File: config.mk
export PLATFORM = sky130hd
export DESIGN_NAME = pmd_decoder
export DESIGN_NICKNAME = d
export VERILOG_FILES = /design/src/pmd_pkg.sv /design/src/pmd_decoder.sv
export SDC_FILE = /design/constraint.sdc
export NUM_CORES = 1
export LEC_CHECK = 0
export ABC_AREA = 1
export BUFFER_PORTS_ARGS = -buffer_cell sky130_fd_sc_hd__clkbuf_2
export CAP_MARGIN = 20
export CORE_MARGIN = 3
export CORE_UTILIZATION = 50
export DETAILED_ROUTE_END_ITERATION = 7
export PLACE_DENSITY_LB_ADDON = 0.05
export SLEW_MARGIN = 20
export SYNTH_ARGS = -nofsm -noshare
export SYNTH_HDL_FRONTEND = slang
export SYNTH_SLANG_ARGS = --single-unit
File: constraint.sdc
create_clock -name i_clock -period 8.65 [get_ports i_clock]
set_input_delay 0.865 -clock i_clock [delete_from_list [all_inputs] [get_ports i_clock]]
set_output_delay 0.865 -clock i_clock [all_outputs]
set_load 0.02 [all_outputs]
File: src/pmd_pkg.sv
package pmd_pkg;
  // ************************************************************
  // register map and fields
  // ************************************************************
  localparam logic [3:0] REG_CFG = 4'h0;
  localparam logic [3:0] REG_MISS = 4'h4;
  localparam logic [3:0] REG_COUNT = 4'h8;
  localparam logic [3:0] REG_PEND = 4'hC;
  localparam int CFG_WRAP_LSB = 0;
  localparam int CFG_MODE_LSB = 6;
  localparam int CFG_ANYPH_BIT = 8;
  localparam logic [5:0] WRAP_RESET = 6'h3F;
  localparam logic [1:0] MODE_RESET = 2'h0;
  // ************************************************************
  // protocol constants
  // ************************************************************
  localparam int ADDR_N = 16;
  localparam int CHARS_PER_WORD = 3;
  localparam logic [2:0] VEC_SHORT_INSTR = 3'h1;
  localparam logic [2:0] VEC_SHORT_MSG = 3'h2;
  localparam logic [2:0] VEC_NUMERIC = 3'h3;
  localparam logic [2:0] VEC_NUM_SPECIAL = 3'h4;
  localparam logic [2:0] VEC_ALPHA = 3'h5;
  localparam logic [2:0] VEC_NUM_HEX = 3'h7;
  localparam logic [1:0] MTYPE_ZERO = 2'h0;
  localparam logic [2:0] ITYPE_ZERO = 3'h0;
  localparam logic [6:0] CHR_ETX = 7'h03;
  localparam logic [6:0] CHR_LF = 7'h0A;
  localparam logic [6:0] CHR_CR = 7'h0D;
  localparam logic [6:0] CHR_SP = 7'h20;
  localparam logic [6:0] CHR_DEL = 7'h7F;
  // ************************************************************
  // timing
  // ************************************************************
  localparam longint CLOCK_HZ = 200000000;
  localparam int HOLD_MINUTES = 4;
  localparam logic [8:0] HOLD_SECONDS = 9'(HOLD_MINUTES * 60);
  localparam longint SECOND_CYCLES = CLOCK_HZ;
  // ************************************************************
  // carriers
  // ************************************************************
  typedef enum logic [1:0] {
    MODE_1600_2L = 2'h0,
    MODE_3200_2L = 2'h1,
    MODE_3200_4L = 2'h2,
    MODE_6400_4L = 2'h3
  } pmd_mode_t;
  typedef struct packed {
    logic [3:0] addr;
    logic [2:0] vector_type_field;
    logic [1:0] message_type_field;
    logic [2:0] instruction_type_field;
    logic retrieval;
    logic temp_group;
    logic [5:0] msg_num;
    logic cont;
    logic first_frag;
  } pmd_hdr_t;
  typedef struct packed {
    logic [6:0] code;
    logic printable;
    logic control;
    logic end_text;
  } pmd_char_t;
  typedef struct packed {
    logic [3:0] addr;
    logic [5:0] first_missing;
    logic [5:0] last_missing;
  } pmd_miss_t;
endpackage : pmd_pkg

File: src/pmd_decoder.sv
// How it works
// - wrap value of message numbers comes from the configuration register
// - out-of-order number reports the missing number range for retrieval
// - messages with retrieval flag 0 skip the sequence check
// - continuing fragments are joined by matching address and number
// - each 7-bit field of a character word is an ASCII code
// - numeric vectors 011 100 111 are never fragmented
// - pending fragment state is held at least four minutes
// - temporary group messages skip missed-message checking
// - vector 010 with message type 00 is accepted with numeric
// - alpha implies 011, 010; any-phase also accepts 001 type 000
// - four rate and modulation modes are selectable by software
// - unacted control characters take no display space but are kept
// - continuation set means more fragments; clear marks the last
//
// The register addresses and the address-and-strobe port were chosen for this implementation.
module pmd_decoder #(
  parameter longint SEC_CYCLES = pmd_pkg::SECOND_CYCLES
) (
  input wire logic i_clock,
  input wire logic i_reset_n,
  input wire logic [3:0] i_addr,
  input wire logic [31:0] i_wdata,
  input wire logic i_wr,
  input wire logic i_rd,
  output logic [31:0] o_rdata,
  input wire logic i_hdr_valid,
  input wire pmd_pkg::pmd_hdr_t i_hdr,
  output logic o_hdr_ready,
  input wire logic i_word_valid,
  input wire logic [20:0] i_word,
  input wire logic i_word_last,
  output logic o_word_ready,
  output pmd_pkg::pmd_char_t o_char,
  output logic o_char_valid,
  output logic o_msg_done,
  output logic o_msg_final,
  output logic [3:0] o_msg_addr,
  output logic [5:0] o_msg_num,
  output logic o_missed_valid,
  output pmd_pkg::pmd_miss_t o_missed,
  output pmd_pkg::pmd_mode_t o_link_mode
);
  import pmd_pkg::*;

  // ************************************************************
  // state
  // ************************************************************
  typedef enum logic [2:0] {
    ST_IDLE = 3'b001,
    ST_BODY = 3'b010,
    ST_EMIT = 3'b100
  } pmd_state_t;

  pmd_state_t state_reg, state_next;
  logic [5:0] wrap_reg, wrap_next;
  pmd_mode_t mode_reg, mode_next;
  logic anyph_reg, anyph_next;
  logic [31:0] rdata_reg, rdata_next;
  logic [7:0] cnt_miss_reg, cnt_miss_next;
  logic [7:0] cnt_drop_reg, cnt_drop_next;
  logic [7:0] cnt_unsup_reg, cnt_unsup_next;
  logic [7:0] cnt_err_reg, cnt_err_next;
  pmd_miss_t miss_reg, miss_next;
  logic miss_v_reg, miss_v_next;
  logic [5:0] last_reg [ADDR_N];
  logic [5:0] last_next [ADDR_N];
  logic [5:0] pnum_reg [ADDR_N];
  logic [5:0] pnum_next [ADDR_N];
  logic [8:0] age_reg [ADDR_N];
  logic [8:0] age_next [ADDR_N];
  logic [ADDR_N-1:0] seen_reg, seen_next;
  logic [ADDR_N-1:0] pend_reg, pend_next;
  logic [63:0] sec_reg, sec_next;
  pmd_hdr_t hdr_reg, hdr_next;
  logic keep_reg, keep_next;
  logic final_reg, final_next;
  logic [20:0] word_reg, word_next;
  logic wlast_reg, wlast_next;
  logic [1:0] idx_reg, idx_next;
  pmd_char_t char_reg, char_next;
  logic char_v_reg, char_v_next;
  logic done_reg, done_next;

  logic sec_tick;
  logic supported;
  logic numeric_vec;
  logic [5:0] expected;
  logic [6:0] code;

  assign sec_tick = (sec_reg == 64'(SEC_CYCLES - 1));
  assign o_hdr_ready = (state_reg == ST_IDLE);
  assign o_word_ready = (state_reg == ST_BODY);

  // ************************************************************
  // header classification
  // ************************************************************
  always_comb begin
    numeric_vec = (i_hdr.vector_type_field == VEC_NUMERIC) ||
                  (i_hdr.vector_type_field == VEC_NUM_SPECIAL) ||
                  (i_hdr.vector_type_field == VEC_NUM_HEX);
    supported = 1'b0;
    case (i_hdr.vector_type_field)
      VEC_NUMERIC, VEC_NUM_SPECIAL, VEC_NUM_HEX, VEC_ALPHA: begin
        supported = 1'b1;
      end
      VEC_SHORT_MSG: begin
        supported = (i_hdr.message_type_field == MTYPE_ZERO);
      end
      VEC_SHORT_INSTR: begin
        supported = anyph_reg &&
                    (i_hdr.instruction_type_field == ITYPE_ZERO);
      end
      default: begin
        supported = 1'b0;
      end
    endcase
    expected = (last_reg[i_hdr.addr] >= wrap_reg) ? 6'h00 :
               6'(last_reg[i_hdr.addr] + 6'h01);
    code = word_reg[idx_reg*7 +: 7];
  end

  // ************************************************************
  // next state
  // ************************************************************
  always_comb begin
    state_next = state_reg;
    wrap_next = wrap_reg;
    mode_next = mode_reg;
    anyph_next = anyph_reg;
    rdata_next = 32'h0000_0000;
    cnt_miss_next = cnt_miss_reg;
    cnt_drop_next = cnt_drop_reg;
    cnt_unsup_next = cnt_unsup_reg;
    cnt_err_next = cnt_err_reg;
    miss_next = miss_reg;
    miss_v_next = 1'b0;
    last_next = last_reg;
    pnum_next = pnum_reg;
    age_next = age_reg;
    seen_next = seen_reg;
    pend_next = pend_reg;
    sec_next = sec_tick ? 64'h0 : sec_reg + 64'h1;
    hdr_next = hdr_reg;
    keep_next = keep_reg;
    final_next = final_reg;
    word_next = word_reg;
    wlast_next = wlast_reg;
    idx_next = idx_reg;
    char_next = char_reg;
    char_v_next = 1'b0;
    done_next = 1'b0;

    // pending fragment ageing
    for (int a = 0; a < ADDR_N; a++) begin
      if (pend_reg[a] && sec_tick) begin
        if (age_reg[a] >= HOLD_SECONDS) begin
          pend_next[a] = 1'b0;
          cnt_drop_next = cnt_drop_next + 8'h01;
        end else begin
          age_next[a] = age_reg[a] + 9'h001;
        end
      end
    end

    if (i_wr && (i_addr == REG_CFG)) begin
      wrap_next = i_wdata[CFG_WRAP_LSB +: 6];
      mode_next = pmd_mode_t'(i_wdata[CFG_MODE_LSB +: 2]);
      anyph_next = i_wdata[CFG_ANYPH_BIT];
    end
    if (i_wr && (i_addr == REG_COUNT)) begin
      cnt_miss_next = 8'h00;
      cnt_drop_next = 8'h00;
      cnt_unsup_next = 8'h00;
      cnt_err_next = 8'h00;
    end
    if (i_rd) begin
      case (i_addr)
        REG_CFG: begin
          rdata_next = {23'h0, anyph_reg, mode_reg, wrap_reg};
        end
        REG_MISS: begin
          rdata_next = {16'h0, miss_reg};
        end
        REG_COUNT: begin
          rdata_next = {cnt_err_reg, cnt_unsup_reg, cnt_drop_reg,
                        cnt_miss_reg};
        end
        REG_PEND: begin
          rdata_next = {16'h0, pend_reg};
        end
        default: begin
          rdata_next = 32'h0000_0000;
        end
      endcase
    end

    case (state_reg)
      ST_IDLE: begin
        if (i_hdr_valid) begin
          hdr_next = i_hdr;
          keep_next = 1'b0;
          final_next = !i_hdr.cont;
          state_next = ST_BODY;
          if (!supported) begin
            cnt_unsup_next = cnt_unsup_next + 8'h01;
          end else if (i_hdr.first_frag) begin
            keep_next = 1'b1;
            if (numeric_vec && i_hdr.cont) begin
              final_next = 1'b1;
              cnt_err_next = cnt_err_next + 8'h01;
            end
            if (i_hdr.retrieval && !i_hdr.temp_group) begin
              if (seen_reg[i_hdr.addr] && (i_hdr.msg_num != expected)) begin
                miss_v_next = 1'b1;
                miss_next.addr = i_hdr.addr;
                miss_next.first_missing = expected;
                miss_next.last_missing = (i_hdr.msg_num == 6'h00) ?
                  wrap_reg : 6'(i_hdr.msg_num - 6'h01);
                cnt_miss_next = cnt_miss_next + 8'h01;
              end
              seen_next[i_hdr.addr] = 1'b1;
              last_next[i_hdr.addr] = i_hdr.msg_num;
            end
          end else if (pend_reg[i_hdr.addr] &&
                       (pnum_reg[i_hdr.addr] == i_hdr.msg_num)) begin
            keep_next = 1'b1;
          end else begin
            cnt_err_next = cnt_err_next + 8'h01;
          end
          if (keep_next) begin
            pend_next[i_hdr.addr] = !final_next;
            pnum_next[i_hdr.addr] = i_hdr.msg_num;
            age_next[i_hdr.addr] = 9'h000;
          end
        end
      end
      ST_BODY: begin
        if (i_word_valid) begin
          word_next = i_word;
          wlast_next = i_word_last;
          idx_next = 2'h0;
          state_next = ST_EMIT;
        end
      end
      ST_EMIT: begin
        char_v_next = keep_reg;
        char_next.code = code;
        char_next.end_text = (code == CHR_ETX);
        char_next.printable = (code >= CHR_SP) && (code != CHR_DEL);
        char_next.control = (code < CHR_SP) || (code == CHR_DEL);
        if (idx_reg == 2'(CHARS_PER_WORD - 1)) begin
          if (wlast_reg) begin
            done_next = keep_reg;
            state_next = ST_IDLE;
          end else begin
            state_next = ST_BODY;
          end
        end else begin
          idx_next = idx_reg + 2'h1;
        end
      end
      default: begin
        state_next = ST_IDLE;
      end
    endcase
  end

  // ************************************************************
  // registers
  // ************************************************************
  always_ff @(posedge i_clock or negedge i_reset_n) begin
    if (!i_reset_n) begin
      state_reg <= ST_IDLE;
      wrap_reg <= WRAP_RESET;
      mode_reg <= pmd_mode_t'(MODE_RESET);
      anyph_reg <= 1'b0;
      rdata_reg <= 32'h0000_0000;
      cnt_miss_reg <= 8'h00;
      cnt_drop_reg <= 8'h00;
      cnt_unsup_reg <= 8'h00;
      cnt_err_reg <= 8'h00;
      miss_reg <= '0;
      miss_v_reg <= 1'b0;
      for (int a = 0; a < ADDR_N; a++) begin
        last_reg[a] <= 6'h00;
        pnum_reg[a] <= 6'h00;
        age_reg[a] <= 9'h000;
      end
      seen_reg <= '0;
      pend_reg <= '0;
      sec_reg <= 64'h0;
      hdr_reg <= '0;
      keep_reg <= 1'b0;
      final_reg <= 1'b0;
      word_reg <= 21'h000000;
      wlast_reg <= 1'b0;
      idx_reg <= 2'h0;
      char_reg <= '0;
      char_v_reg <= 1'b0;
      done_reg <= 1'b0;
    end else begin
      state_reg <= state_next;
      wrap_reg <= wrap_next;
      mode_reg <= mode_next;
      anyph_reg <= anyph_next;
      rdata_reg <= rdata_next;
      cnt_miss_reg <= cnt_miss_next;
      cnt_drop_reg <= cnt_drop_next;
      cnt_unsup_reg <= cnt_unsup_next;
      cnt_err_reg <= cnt_err_next;
      miss_reg <= miss_next;
      miss_v_reg <= miss_v_next;
      last_reg <= last_next;
      pnum_reg <= pnum_next;
      age_reg <= age_next;
      seen_reg <= seen_next;
      pend_reg <= pend_next;
      sec_reg <= sec_next;
      hdr_reg <= hdr_next;
      keep_reg <= keep_next;
      final_reg <= final_next;
      word_reg <= word_next;
      wlast_reg <= wlast_next;
      idx_reg <= idx_next;
      char_reg <= char_next;
      char_v_reg <= char_v_next;
      done_reg <= done_next;
    end
  end

  assign o_rdata = rdata_reg;
  assign o_char = char_reg;
  assign o_char_valid = char_v_reg;
  assign o_msg_done = done_reg;
  assign o_msg_final = final_reg;
  assign o_msg_addr = hdr_reg.addr;
  assign o_msg_num = hdr_reg.msg_num;
  assign o_missed_valid = miss_v_reg;
  assign o_missed = miss_reg;
  assign o_link_mode = mode_reg;
endmodule : pmd_decoder

==> impl_metrics.csv <==
group,metric,value,unit
clock_tree,numCtsBuffers,68,
layout,final-seq-area,14300,µm²
yosys,synth_async_sr_flop_share,100,%
place,port_buffers,138,
hold_path,hp-class,"in -> async",
critical_path,worst-path-buf-inv,9,
critical_path,crit_path_max_incr_delay,350,ps
pwr,power_leakage,19.3,nW
critical_path,crit_type,"reg -> reg",
run,cap_violations,0,
die,dieWidth,259,µm
critical_path,end_kind,"register",
die,num_rows,92,
clock_tree,clk_pin_slew,60,ps
detailed_routing,dr.pass1.iters,5,
yosys,synth-edff-count,0,
detailed_routing,wl_met3,5800,µm
yosys,syn_avg_cell_area,7.57,µm²
critical_path,cp_slowest_cell,"dfrtp_1",
yosys,synth.distinct_cells,60,
die,die-area,66900,µm²
clock_tree,cts_tree,"done",
die,pin_count,162,
detailed_routing,drtIter0Drc,1880,
pwr,powerDensity,184,nW/µm²
die,initial_utilization,50.6,%
pwr,ir_drop,0.224,mV
layout,fin_nets,4622,
yosys,yosysWarningCount,0,
place,dpl.hpwl,62400,µm
timing,period_share,94.6,%
global_routing,antenna_found_initial,2,
critical_path,worstPathArrival,8680,ps
detailed_routing,vias,27900,
place,gp_congestion,0.877,
detailed_routing,top_layer,"met5",
detailed_routing,drcViolationCount,0,
clock_tree,htree_levels,3,
die,coreArea,63100,µm²
detailed_routing,wl_met1,39900,µm
layout,syn_to_final_growth,15.9,%
yosys,synth_ff_type,"dfrtp_1",
layout,num-fill-cells,5983,
global_routing,grt_pass1_vias,26300,
global_routing,grt_max_degree,153,
die,die_h,259,µm
global_routing,grt_pass1_wl,139000,µm
timing,fin_crit,8180,ps
yosys,ys_seq_area_share,44.9,%
yosys,syn_area,31900,µm²
yosys,ys_top_cells_by_area,"dfrtp_1 44%, nand2_1 11%, inv_1 7.4%",
layout,layout-drive-gt1-share,15.3,%
yosys,syn_inst,4216,
detailed_routing,post_drt_wl_per_cell,16.1,µm
clock_tree,cts-root-buf,"clkbuf_16",
detailed_routing,avgViaCountPerCell,5.19,
layout,mostFrequentLayoutCells,"932 x nand2_1, 627 x inv_1, 566 x dfrtp_1",
clock_tree,clk_path_buf_depth,3,
layout,multi_input_area,14700,µm²
timing,timing.fmax,122,MHz
timing,setup_viol,0,
global_routing,overflow,0,
critical_path,path_max_fanout,4,
clock_tree,clk_latency,620,ps
layout,largest_reg_flops,144,
detailed_routing,routed-wl-met2,38500,µm
outcome,status,"completed",
critical_path,cp_common_cell,"nand2_2",
timing,fin_skew,27.6,ps
timing,slew_viol_final,0,
yosys,yosysTopAreaCell,"dfrtp_1",
detailed_routing,ant_nets,0,
yosys,synth_top_cell_area_share,44.4,%
timing,max_slew.worst_pin.slew,1060,ps
layout,final_common_cell,"nand2_1",
critical_path,start_kind,"register",
timing,relSlewSlack,29.3,%
critical_path,worstPathRequired,9150,ps
timing,finalHoldViolCount,0,
global_routing,grt.total_usage,26.0,%
clock_tree,clock_sinks,573,
detailed_routing,routed_wl,86400,µm
critical_path,cpLargestDelayFamily,"simple AND/OR/NAND/NOR gates",
yosys,synth_nets,4363,
pwr,power,0.00681,W
yosys,ys_ff_latch,573,
timing,whs,343,ps
[logic make-up after synthesis]
family | Yosys count | share of synthesized area [%]
flops | 573 | 44.9
compound gates | 684 | 12.3
fa+ha+maj | 61 | 2.39
buf+inv | 827 | 9.74
xor+xnor | 87 | 2.41
mux | 8 | 0.282
simple gates | 1976 | 27.9
[cell type report]
type / instances / area share, %
multi-input cells: 2816 / 39.8
flip-flops and latches: 573 / 38.8
inverters: 699 / 7.09
repair buffers: 317 / 5.63
clock buffers: 96 / 5.37
well taps: 846 / 2.86
clock inverters: 20 / 0.497
diodes: 2 / 0.0135
[worst paths after layout]
| kind | slack [ps] | cells past startpoint | from | to |
|---|---|---|---|---|
| max | 470 | 64 | sec_reg[1] | cnt_drop_reg[6] |
| min | 340 | 1 | i_reset_n | age_reg[58] |
| max reg2reg | 470 | 64 | sec_reg[1] | cnt_drop_reg[6] |
| min reg2reg | 450 | 2 | seen_reg[9] | seen_reg[9] |
| max in group asynchronous | 6860 | 2 | i_reset_n | word_reg[7] |
| min in group i_clock | 450 | 2 | seen_reg[9] | seen_reg[9] |
[metal layers]
metal	up-vias	GRT usage, %
li1	14100	-
met1	13000	36.7
met2	668	40.8
met3	123	5.63
met4	2	6.59
met5	-	0
[synthesized netlist by cell type (3+ instances only)]
master,number
nand2_1,953
inv_1,631
dfrtp_1,566
nor2_1,383
o21ai_0,349
nand3_1,247
a21oi_1,121
clkbuf_1,119
a22oi_1,102
nor3_1,102
nand2_2,67
nand4_1,64
ha_1,61
inv_2,57
xor2_1,53
nor4_1,44
xnor2_1,33
nand3b_1,27
nand3_2,24
o211ai_1,22
a21o_1,19
a31oi_1,17
o22ai_1,17
nor2_2,13
clkinv_1,11
a221oi_1,9
mux2_2,8
nand2_4,8
or2_2,8
dfstp_2,7
nor2_4,7
nor3_2,7
buf_1,6
o21a_1,6
a22o_1,5
nand3_4,5
or2_1,4
and2_1,3
o21ai_1,3
o21bai_1,3
or4_1,3
[where the power goes]
| part | leakage (nW) | total, W | switching [W] | internal [W] |
|---|---|---|---|---|
| combinational | 10.5 | 0.000928 | 0.000634 | 0.000294 |
| clock | 1.08 | 0.00277 | 0.00115 | 0.00161 |
| sequential | 7.72 | 0.00312 | 0.000186 | 0.00293 |
[metrics by stage]
stage               cell area [µm²]  setup TNS [ps]  worst slack [ps]  instances  utilization, %
global route                  37000            -192             -83.3       5367            58.7
CTS                           36700               0              10.1       5360            58.2
floorplan                     31900               0               128       4216               -
global placement              34500            -245             -80.8       5241            54.7
detailed placement            34500            -649              -186       5242            54.7
finish                        37000               0               468       5369            58.7
[what timing repair did]
item                       in CTS  in global routing
resized for setup               7                 51
setup endpoints to repair       6                  7
hold buffers                    0                  0
setup buffers                   2                  6
pin swaps                       5                 42
Power figures use the tool's default switching activity.
